<file path="src/core/svm_pkg.sv">
// How it works
// - aux values: beta, half(beta+r3a), half(beta-r3a)
// - sectors 1-3 pick ratio pairs from aux values
// - sectors 4-6 pick negated/plain aux pairs
// - sector refs: beta, half(-beta+/-r3a)
// - sector tree, three sign tests at most
// - refs +,+,- give sector one
// - low=(T-r1-r2)/2, mid=low+r1, high=mid+r2
// - sectors 1-3 route times to phases A,B,C
// - sectors 4-6 route times to phases A,B,C
package svm_pkg;

  // ----------------------------------------
  // widths and number format
  // ----------------------------------------
  localparam int IW = 16;  // alpha/beta, signed q15
  localparam int PW = 16;  // switching period in pwm counts
  localparam int DW = 18;  // internal signed width
  localparam int FW = 17;  // clamped ratio, 0..1.0 in q15
  localparam int FRAC_SHIFT = 15;
  localparam int SQRT3_SHIFT = 14;
  localparam logic signed [16:0] SQRT3_Q14 = 17'sh06eda;
  localparam logic [FW-1:0] FRAC_ONE = 17'h08000;
  localparam int LATENCY = 4;

  // ----------------------------------------
  // sectors, counterclockwise from zero degrees
  // ----------------------------------------
  typedef enum logic [2:0] {
    SVM_SEC_NONE = 3'h0,
    SVM_SEC_1    = 3'h1,
    SVM_SEC_2    = 3'h2,
    SVM_SEC_3    = 3'h3,
    SVM_SEC_4    = 3'h4,
    SVM_SEC_5    = 3'h5,
    SVM_SEC_6    = 3'h6
  } svm_sector_t;

endpackage

</file>
<file path="src/core/svm_sec_if.sv">
`timescale 1ns/1ns
interface svm_sec_if;
  import svm_pkg::*;
  logic signed [DW-1:0] sector_ref_one;
  logic signed [DW-1:0] sector_ref_two;
  logic signed [DW-1:0] sector_ref_three;
  svm_sector_t          sector;

  modport calc (output sector_ref_one, output sector_ref_two, output sector_ref_three, input sector);
  modport finder (input sector_ref_one, input sector_ref_two, input sector_ref_three, output sector);
endinterface

</file>
<file path="src/core/svm_sector_find.sv">
`timescale 1ns/1ns
module svm_sector_find (
  // clock and reset
  input wire logic clk,
  input wire logic rst_n,
  // reference voltages in, sector out
  svm_sec_if.finder sec
);
  import svm_pkg::*;

  svm_sector_t sector_ff;
  svm_sector_t nxt_sector;

  // ----------------------------------------
  // sector tree
  // ----------------------------------------
  // sign bit only: zero lands on the non-negative branch
  always_comb begin
    if (!sec.sector_ref_one[DW-1]) begin
      if (!sec.sector_ref_three[DW-1]) begin
        nxt_sector = SVM_SEC_3;
      end else if (!sec.sector_ref_two[DW-1]) begin
        nxt_sector = SVM_SEC_1;
      end else begin
        nxt_sector = SVM_SEC_2;
      end
    end else begin
      if (sec.sector_ref_two[DW-1]) begin
        nxt_sector = SVM_SEC_4;
      end else if (!sec.sector_ref_three[DW-1]) begin
        nxt_sector = SVM_SEC_5;
      end else begin
        nxt_sector = SVM_SEC_6;
      end
    end
  end

  always_ff @(posedge clk or negedge rst_n) begin
    if (!rst_n) begin
      sector_ff <= SVM_SEC_NONE;
    end else begin
      sector_ff <= nxt_sector;
    end
  end

  assign sec.sector = sector_ff;

endmodule // svm_sector_find

</file>
<file path="src/core/svm_duty_calc.sv">
`timescale 1ns/1ns
module svm_duty_calc (
  // clock and reset
  input  wire logic                         clk,
  input  wire logic                         rst_n,
  // reference vector from the current controller
  input  wire logic                         in_valid,
  input  wire logic signed [svm_pkg::IW-1:0] u_alpha,
  input  wire logic signed [svm_pkg::IW-1:0] u_beta,
  input  wire logic [svm_pkg::PW-1:0]       period,
  // duty values to the pwm generator
  output logic                              out_valid,
  output logic [svm_pkg::PW-1:0]            phase_a,
  output logic [svm_pkg::PW-1:0]            phase_b,
  output logic [svm_pkg::PW-1:0]            phase_c,
  output svm_pkg::svm_sector_t              sector,
  output logic                              overmod
);
  import svm_pkg::*;

  // ----------------------------------------
  // helpers
  // ----------------------------------------
  // negative ratios and ratios over one are clamped: overmodulation saturates
  function automatic logic [DW-1:0] scale_ratio(input logic signed [DW-1:0] v, input logic [PW-1:0] per);
    logic [FW-1:0]    r;
    logic [FW+PW-1:0] p;
    r = '0;
    if (v[DW-1]) begin
      r = '0;
    end else if (v > $signed({1'b0, FRAC_ONE})) begin
      r = FRAC_ONE;
    end else begin
      r = v[FW-1:0];
    end
    p = r * per;
    return p[FW+PW-1:FRAC_SHIFT];
  endfunction

  svm_sec_if sec ();

  svm_sector_find u_find (
    .clk   (clk),
    .rst_n (rst_n),
    .sec   (sec.finder)
  );

  // ----------------------------------------
  // stage 1: aux values and reference voltages
  // ----------------------------------------
  logic signed [DW-1:0] x1_ff, y1_ff, z1_ff, r1_ff, r2_ff, r3_ff;
  logic signed [DW-1:0] nxt_x1, nxt_y1, nxt_z1, nxt_r1, nxt_r2, nxt_r3;
  logic [PW-1:0]        per1_ff, nxt_per1;
  logic                 v1_ff, nxt_v1;
  logic signed [32:0]   prod_a;
  logic signed [DW-1:0] sqa;
  logic signed [DW-1:0] bx;
  logic signed [DW:0]   sum_p, sum_m;

  always_comb begin
    prod_a = u_alpha * SQRT3_Q14;
    sqa    = prod_a[SQRT3_SHIFT+DW-1:SQRT3_SHIFT];
    bx     = DW'(u_beta);
    sum_p  = (DW+1)'(bx) + (DW+1)'(sqa);
    sum_m  = (DW+1)'(bx) - (DW+1)'(sqa);
    nxt_x1 = bx;
    nxt_y1 = sum_p[DW:1];
    nxt_z1 = sum_m[DW:1];
    nxt_r1 = bx;
    nxt_r2 = -nxt_z1;
    nxt_r3 = -nxt_y1;
    nxt_per1 = period;
    nxt_v1 = in_valid;
  end

  always_ff @(posedge clk or negedge rst_n) begin
    if (!rst_n) begin
      x1_ff   <= '0;
      y1_ff   <= '0;
      z1_ff   <= '0;
      r1_ff   <= '0;
      r2_ff   <= '0;
      r3_ff   <= '0;
      per1_ff <= '0;
      v1_ff   <= 1'b0;
    end else begin
      x1_ff   <= nxt_x1;
      y1_ff   <= nxt_y1;
      z1_ff   <= nxt_z1;
      r1_ff   <= nxt_r1;
      r2_ff   <= nxt_r2;
      r3_ff   <= nxt_r3;
      per1_ff <= nxt_per1;
      v1_ff   <= nxt_v1;
    end
  end

  assign sec.sector_ref_one   = r1_ff;
  assign sec.sector_ref_two   = r2_ff;
  assign sec.sector_ref_three = r3_ff;

  // ----------------------------------------
  // stage 2: aux values wait for the sector
  // ----------------------------------------
  logic signed [DW-1:0] x2_ff, y2_ff, z2_ff;
  logic [PW-1:0]        per2_ff;
  logic                 v2_ff;

  always_ff @(posedge clk or negedge rst_n) begin
    if (!rst_n) begin
      x2_ff   <= '0;
      y2_ff   <= '0;
      z2_ff   <= '0;
      per2_ff <= '0;
      v2_ff   <= 1'b0;
    end else begin
      x2_ff   <= x1_ff;
      y2_ff   <= y1_ff;
      z2_ff   <= z1_ff;
      per2_ff <= per1_ff;
      v2_ff   <= v1_ff;
    end
  end

  // ----------------------------------------
  // stage 3: active-vector ratios as times
  // ----------------------------------------
  logic [DW-1:0]        ta_ff, tb_ff, nxt_ta, nxt_tb;
  logic signed [DW-1:0] sel1, sel2;
  logic [PW-1:0]        per3_ff;
  svm_sector_t          sec3_ff;
  logic                 v3_ff;

  always_comb begin
    case (sec.sector)
      SVM_SEC_1: begin sel1 = x2_ff;  sel2 = -z2_ff; end
      SVM_SEC_2: begin sel1 = z2_ff;  sel2 = y2_ff;  end
      SVM_SEC_3: begin sel1 = -y2_ff; sel2 = x2_ff;  end
      SVM_SEC_4: begin sel1 = -x2_ff; sel2 = z2_ff;  end
      SVM_SEC_5: begin sel1 = -z2_ff; sel2 = -y2_ff; end
      SVM_SEC_6: begin sel1 = y2_ff;  sel2 = -x2_ff; end
      default:   begin sel1 = '0;     sel2 = '0;     end
    endcase
    nxt_ta = scale_ratio(sel1, per2_ff);
    nxt_tb = scale_ratio(sel2, per2_ff);
  end

  always_ff @(posedge clk or negedge rst_n) begin
    if (!rst_n) begin
      ta_ff   <= '0;
      tb_ff   <= '0;
      per3_ff <= '0;
      sec3_ff <= SVM_SEC_NONE;
      v3_ff   <= 1'b0;
    end else begin
      ta_ff   <= nxt_ta;
      tb_ff   <= nxt_tb;
      per3_ff <= per2_ff;
      sec3_ff <= sec.sector;
      v3_ff   <= v2_ff;
    end
  end

  // ----------------------------------------
  // stage 4: switching times, phase routing
  // ----------------------------------------
  logic signed [DW+1:0] null_t;
  logic [DW-1:0]        low_phase_time, mid_phase_time, high_phase_time;
  logic [PW-1:0]        lo, mi, hi;
  logic                 clip;
  logic [PW-1:0]        pa_ff, pb_ff, pc_ff, nxt_pa, nxt_pb, nxt_pc;
  svm_sector_t          sec4_ff;
  logic                 v4_ff, ovm_ff;

  always_comb begin
    null_t = (DW+2)'(per3_ff) - (DW+2)'(ta_ff) - (DW+2)'(tb_ff);
    clip   = null_t[DW+1];
    // overmodulation: no null time left, so low time pins at zero
    low_phase_time  = clip ? '0 : null_t[DW:1];
    mid_phase_time  = low_phase_time + ta_ff;
    high_phase_time = mid_phase_time + tb_ff;
    lo = low_phase_time[PW-1:0];
    mi = (mid_phase_time > DW'(per3_ff)) ? per3_ff : mid_phase_time[PW-1:0];
    hi = (high_phase_time > DW'(per3_ff)) ? per3_ff : high_phase_time[PW-1:0];
    case (sec3_ff)
      SVM_SEC_1: begin nxt_pa = hi; nxt_pb = mi; nxt_pc = lo; end
      SVM_SEC_2: begin nxt_pa = mi; nxt_pb = hi; nxt_pc = lo; end
      SVM_SEC_3: begin nxt_pa = lo; nxt_pb = hi; nxt_pc = mi; end
      SVM_SEC_4: begin nxt_pa = lo; nxt_pb = mi; nxt_pc = hi; end
      SVM_SEC_5: begin nxt_pa = mi; nxt_pb = lo; nxt_pc = hi; end
      SVM_SEC_6: begin nxt_pa = hi; nxt_pb = lo; nxt_pc = mi; end
      default:   begin nxt_pa = '0; nxt_pb = '0; nxt_pc = '0; end
    endcase
  end

  // outputs hold the last result between valids, pwm reloads on out_valid
  always_ff @(posedge clk or negedge rst_n) begin
    if (!rst_n) begin
      pa_ff   <= '0;
      pb_ff   <= '0;
      pc_ff   <= '0;
      sec4_ff <= SVM_SEC_NONE;
      ovm_ff  <= 1'b0;
      v4_ff   <= 1'b0;
    end else begin
      if (v3_ff) begin
        pa_ff   <= nxt_pa;
        pb_ff   <= nxt_pb;
        pc_ff   <= nxt_pc;
        sec4_ff <= sec3_ff;
        ovm_ff  <= clip;
      end
      v4_ff <= v3_ff;
    end
  end

  assign out_valid = v4_ff;
  assign phase_a   = pa_ff;
  assign phase_b   = pb_ff;
  assign phase_c   = pc_ff;
  assign sector    = sec4_ff;
  assign overmod   = ovm_ff;
endmodule // svm_duty_calc

</file>
<file path="config.mk">
export PLATFORM = sky130hd
export DESIGN_NAME = svm_duty_calc
export DESIGN_NICKNAME = d
export VERILOG_FILES = /design/src/core/svm_pkg.sv /design/src/core/svm_sec_if.sv /design/src/core/svm_sector_find.sv /design/src/core/svm_duty_calc.sv
export SDC_FILE = /design/constraint.sdc
export NUM_CORES = 2
export LEC_CHECK = 0
export ABC_AREA = 1
export BUFFER_PORTS_ARGS = -buffer_cell sky130_fd_sc_hd__buf_2
export CAP_MARGIN = 15
export CORE_ASPECT_RATIO = 1.1
export CORE_MARGIN = 10
export CORE_UTILIZATION = 56
export DETAILED_ROUTE_END_ITERATION = 10
export PLACE_DENSITY = 0.83
export RECOVER_POWER = 25
export SETUP_SLACK_MARGIN = 0.4
export SLEW_MARGIN = 10
export SYNTH_ARGS = -nofsm -noshare
export SYNTH_HDL_FRONTEND = slang
export SYNTH_SLANG_ARGS = --single-unit
</file>
<file path="constraint.sdc">
create_clock -name clk -period 8.93 [get_ports clk]
set_input_delay 0.4465 -clock clk [delete_from_list [all_inputs] [get_ports clk]]
set_output_delay 0.4465 -clock clk [all_outputs]
set_load 0.005 [all_outputs]
</file>
# == After elaboration in Yosys (flattened, before gate mapping) ==
# Index checks and enable logic that the tools add are counted.
# classes
n_addsub,11
n_mul,3
div_mod_pow,0
order_cmp,4
eq_ne,12
shift,0
muxes,17
n_bitwise,0
reduce_logical,9
# op_table
operator,count
one-hot mux 18 bit (6 select lines),2
one-hot mux 16 bit (3 select lines),3
negator 18 bit,4
2-to-1 mux 17 bit,4
multiplier 17 x 16 -> 33 bit,2
subtractor 16 x 18 -> 19 bit,2
adder 18 bit,2
> comparator 18 x 16 -> 1 bit,2
"> comparator 18 x 17 -> 1 bit, second input constant",2
2-to-1 mux 16 bit,2
"multiplier 16 x 15 -> 31 bit, second input constant",1
subtractor 19 x 19 -> 20 bit,1
adder 16 x 18 -> 19 bit,1
"equality test 3 bit, second input constant",6
2-to-1 mux 18 bit,1
negator 16 -> 18 bit,1
OR reduction 2 bit,9
"equality test 3 x 2 -> 1 bit, second input constant",4
2-to-1 mux 3 bit,3
"equality test 3 x 1 -> 1 bit, second input constant",2
2-to-1 mux 2 bit,2
# word_totals
reg_bits,286
latchBits,0
ram_bits,0
mem_bits_ro,0
inputBits,51
out_inout_bits,53
wordCells,80
n_memories,0

# == Logic depth before layout (Yosys ltp) ==
# logic_depth
depth_word,8
mapped_depth,61
depth_no_buf,60

# == Hierarchy ==
# Synthesis repeated with hierarchy kept, for this count alone.
# unflattened
hier_cells,5300
hier_area_um2,41411.0
# by_module_without_submodules
module,n_inst,cells_each,area_per_inst_um2,seq_area_each_um2
svm_duty_calc,1,5287,41294.6,7031.7
svm_sector_find,1,13,116.4,75.1

# == Worst setup path after synthesis ==
# OpenSTA, ideal clock, no wires.
# synth_timing
kind,flip-flop to flip-flop
startpoint,register ta_ff[2]
endpoint,register pc_ff[5] (netlist: phase_c[5])
arrival_time_ns,7.935
required_ns,8.813
setup_slack_ns,0.878
path_stages_with_launch,60
synth_period_minus_slack_ns,8.052
path_cell_list,dfrtp_1 -> inv_1 -> ha_1 -> nand2_1 -> o21ai_0 -> a21oi_1 -> o21bai_1 -> nand3_1 -> nand2_1 -> nand3_1 -> nand2_1 -> nand3_1 -> nand2_1 -> nand3_1 -> nand2_1 -> nand3_1 -> nand2_1 -> nand2_1 -> [... 24 more ...] -> o21ai_0 -> nand3_1 -> nand2_1 -> xor2_1 -> inv_1 -> ha_1 -> nand2_1 -> inv_1 -> nand3_1 -> nor3_1 -> o21ai_0 -> nor2_1 -> buf_2 -> nand3_1 -> nand3_1 -> nand3_1 -> nand2_1 -> nand2_1
# synth_via
elab_chain_len,8
elab_cells_between_ends,10
cone_classes,add/sub: 4; order compare: 2; mux: 4
# synth_lines
element,line_no,text
start: declaration,svm_duty_calc.sv:128,"logic [DW-1:0] ta_ff, tb_ff, nxt_ta, nxt_tb;"
start signal: assignment,svm_duty_calc.sv:156,ta_ff <= nxt_ta;
subtractor 16 x 18 -> 19 bit,svm_duty_calc.sv:176,null_t = (DW+2)'(per3_ff) - (DW+2)'(ta_ff) - (DW+2)'(tb_ff);
subtractor 19 x 19 -> 20 bit,svm_duty_calc.sv:176,
2-to-1 mux 18 bit,svm_duty_calc.sv:179,low_phase_time = clip ? '0 : null_t[DW:1];
adder 18 bit,svm_duty_calc.sv:180,mid_phase_time = low_phase_time + ta_ff;
adder 18 bit,svm_duty_calc.sv:181,high_phase_time = mid_phase_time + tb_ff;
> comparator 18 x 16 -> 1 bit,svm_duty_calc.sv:184,hi = (high_phase_time > DW'(per3_ff)) ? per3_ff : high_phase_time[PW-1:0];
2-to-1 mux 16 bit,svm_duty_calc.sv:184,
one-hot mux 16 bit (3 select lines) *,svm_duty_calc.sv:185,case (sec3_ff)
end signal: assignment,svm_duty_calc.sv:209,pc_ff <= nxt_pc;
end: declaration,svm_duty_calc.sv:171,"logic [PW-1:0] pa_ff, pb_ff, pc_ff, nxt_pa, nxt_pb, nxt_pc;"
# Mark *: on every way between the ends. The rest lies on a longest branch, timed or not.
# A chain may end at the register's enable or synchronous reset.

# == Worst setup path in the final report ==
# layout_timing
startpoint,register x2_ff[0]
endpoint,register tb_ff[15]
# layout_via
elab_chain_len,6
# layout_lines
element,line_no,text
start: declaration,svm_duty_calc.sv:105,"logic signed [DW-1:0] x2_ff, y2_ff, z2_ff;"
start signal: assignment,svm_duty_calc.sv:111,x2_ff <= '0;
start signal: assignment,svm_duty_calc.sv:117,x2_ff <= x1_ff;
negator 16 -> 18 bit,svm_duty_calc.sv:141,SVM_SEC_6: begin sel1 = y2_ff; sel2 = -x2_ff; end
one-hot mux 18 bit (6 select lines) *,svm_duty_calc.sv:135,case (sec.sector)
> comparator 18 x 17 -> 1 bit,svm_duty_calc.sv:31,"end else if (v > $signed({1'b0, FRAC_ONE})) begin"
2-to-1 mux 17 bit,svm_duty_calc.sv:31,
2-to-1 mux 17 bit *,svm_duty_calc.sv:29,if (v[DW-1]) begin
multiplier 17 x 16 -> 33 bit *,svm_duty_calc.sv:36,p = r * per;
net nxt_tb[15],svm_duty_calc.sv:128,
end signal: assignment,svm_duty_calc.sv:157,tb_ff <= nxt_tb;
end: declaration,svm_duty_calc.sv:128,
# The timed path passes the listed nets; every way through them passes the cells marked *.

==> flow_metrics.env <==
export IMPL_ys_async_sr_fraction_pct=100.0
export IMPL_cts_sinks=251
export IMPL_hpwlAfterDp_mm=102.3
export IMPL_routed_wl_mm=125.0
export IMPL_grt_max_degree=110
export IMPL_max_freq_mhz=121.0
export IMPL_synth_top_cell_area_share_pct=27.00
export IMPL_critPathKind="reg2reg"
export IMPL_setup_ws_ns=0.6641
export IMPL_relSlewSlack_pct=-288.6
export IMPL_first_pass_iters=6
export IMPL_yosysSeqAreaShare_pct=15.72
export IMPL_area_delta_synth_final_pct=10.29
export IMPL_ant_nets=0
export IMPL_cts_tree="done"
export IMPL_viasPerCell=5.656
export IMPL_antennaDiodeCount=0
export IMPL_finalHoldViolCount=0
export IMPL_setup_viol=0
export IMPL_synth_area_leader_cell="fa_1"
export IMPL_r2r_slack_ns=0.66
export IMPL_io_pins=104
export IMPL_port_buffers=103
export IMPL_final_common_cell="nand2_1"
export IMPL_via_count=35720
export IMPL_grt_pass1_wl_mm=196.1
export IMPL_min_path_type="in2reg"
export IMPL_synth_cell_types=59
export IMPL_fin_setup_tns_ns=0
export IMPL_clockBufferDepth=3
export IMPL_syn_cell_area_sq_um=39960
export IMPL_critPathSlowestCell="fa_1"
export IMPL_syn_avg_cell_area_sq_um=7.787
export IMPL_crit_path_max_incr_delay_ns=0.57
export IMPL_cts_made_buffers=26
export IMPL_status="finished, violations left"
export IMPL_cts_max_level=1
export IMPL_fin_nets=6395
export IMPL_core_sq_um=70580
export IMPL_globalRouteOverflowTotal=0
export IMPL_max_slew_worst_pin_slew_ns=5.828
export IMPL_layout_common_cells="nand2_1, inv_1, fa_1, ha_1, nor2_1"
export IMPL_start_util_pct=56.62
export IMPL_drv_slew=343
export IMPL_die_h_um=300.2
export IMPL_routabilityCongestion=1.028
export IMPL_drive_above_1_share_pct=8.197
export IMPL_cp_end_kind="register"
export IMPL_ys_ff_latch=251
export IMPL_period_needed_ns=8.266
export IMPL_grtUsageTotal_pct=30.28
export IMPL_crit_top_cell="nand2_1"
export IMPL_critPathLaunchType="register"
export IMPL_final_period_utilization_pct=92.56
export IMPL_die_w_um=274.7
export IMPL_syn_inst=5131
export IMPL_root_buffer="clkbuf_16"
export IMPL_dpl_cell_count=6226
export IMPL_drc=0
export IMPL_worstPathMaxFanout=10
export IMPL_antenna_found_initial=8
export IMPL_drtIter0Drc=3125
export IMPL_cap_violations=8
export IMPL_synthTopCellsByArea="fa_1, dfrtp_1, ha_1"
export IMPL_clk_pin_slew_ns=0.07
export IMPL_grt_pass1_vias=35880
export IMPL_rsz0062_at_grt="true"
export IMPL_required_ns=9.40
export IMPL_yosysWarnings=0
export IMPL_arrival_ns=8.74
export IMPL_dieArea_sq_um=82450
export IMPL_routedWlPerCell_um=19.80
export IMPL_rows=102
export IMPL_post_place_ws_ns=0.1240
export IMPL_skew_ns=0.06374
export IMPL_synth_ff_type="dfrtp_1"
export IMPL_synth_edf_count=0
export IMPL_clock_latency_ns=0.60
export IMPL_final_cells=6316
export IMPL_violations="max-capacitance violations, max-slew violations"
## timing repair
item,4_1_cts,5_1_grt
resized for setup,9,105
pin swaps,0,28
hold buffers,17,0
setup endpoints to repair,48,85
buffers inserted,0,25
gates cloned,0,1
endpoints found under the hold margin,82,0
## stage by stage
| step | util [%] | hold WS (ns) | area (sq um) |
|---|---|---|---|
| final | 62.44 | 0.02071 | 44070 |
| after global routing | 62.44 | 0.01152 | 44070 |
| after global placement | 60.11 | 0.3313 | 42430 |
| after floorplan | - | 0.1509 | 40070 |
| after CTS | 61.58 | 0.002589 | 43460 |
| after detailed placement | 60.11 | 0.3347 | 42430 |
## critical path, delay by kind of cell (launching register included)
kind	cells	cell delay, ns
AO/OA/AOI/OAI	4	0.73
XOR/XNOR	1	0.21
adder cells (fa/ha/maj)	8	3.57
buffers and inverters	6	0.84
flip-flops	1	0.42
AND/OR/NAND/NOR	16	2.40
## final cells by class
class / count / area (sq um)
clock buffers: 35 / 714.4
flip-flops and latches: 251 / 6282
repair buffers: 299 / 2131
clock inverters: 12 / 123.9
inverters: 1083 / 4068
well taps: 936 / 1171
fillers: 6159 / 26510
multi-input cells: 3700 / 29580
## synth_stat cells (all sizes together), types with 3 or more instances
| cell type | number |
|---|---|
| nand3 | 316 |
| nor2 | 438 |
| fa | 539 |
| o211ai | 6 |
| o21ai | 116 |
| xor2 | 113 |
| a221oi | 4 |
| buf | 44 |
| inv | 1080 |
| o21bai | 10 |
| o221ai | 3 |
| nand4 | 67 |
| o22ai | 26 |
| nand2 | 1167 |
| a31oi | 30 |
| clkinv | 3 |
| and2 | 3 |
| a21boi | 7 |
| o2111ai | 3 |
| a211oi | 8 |
| nor4 | 10 |
| o31ai | 10 |
| a22oi | 6 |
| clkbuf | 83 |
| dfrtp | 251 |
| nor3 | 39 |
| xnor2 | 35 |
| and3 | 8 |
| a21o | 14 |
| a21oi | 210 |
| o21a | 12 |
| ha | 444 |
| nand3b | 8 |
## routing by layer
layer / global-route usage, % / up-vias / part of all wire, %
met5: 0 / - / 0.0072
met2: 49.75 / 1800 / 47
met1: 38.46 / 17220 / 39
met3: 4.947 / 417 / 8.7
met4: 14.65 / 2 / 6.2
li1: - / 16280 / -
## logic make-up (layout without fill, tap and decap cells)
group	Yosys count	after routing	synth area share (%)
xor+xnor	148	148	3.244
compound gates	477	477	6.851
fa+ha+maj	983	983	40.91
other cells	2	32	0.01880
buf+inv	1210	1429	11.65
flops	251	251	15.72
simple gates	2060	2060	21.61
## path summary, 6_finish.rpt
| path | endpoint | startpoint | depth (start not counted) |
|---|---|---|---|
| max in group asynchronous | r1_ff[9] | rst_n | 2 |
| min reg2reg | y2_ff[17] | y1_ff[17] | 0 |
| max reg2reg | tb_ff[15] | x2_ff[0] | 35 |
| min in group asynchronous | phase_a[13] | rst_n | 2 |
| max | tb_ff[15] | x2_ff[0] | 35 |
| min | per1_ff[6] | period[6] | 1 |
## sequential cells by signal, indices dropped and copies added (netlist names), 2 cells and up
signal             cells
phase_c               16
per2_ff               16
r3_ff                  2
sector                 3
per3_ff               16
z2_ff                 18
u_find.sec.sector      2
y1_ff                 17
r2_ff                  2
phase_b               16
z1_ff                 17
y2_ff                 18
tb_ff                 18
ta_ff                 18
r1_ff                 16
sec3_ff                3
x2_ff                 16
per1_ff               16
phase_a               16
Power is not shown: default switching activity piles up to over one toggle a cycle in this logic, so the estimate is an artifact.
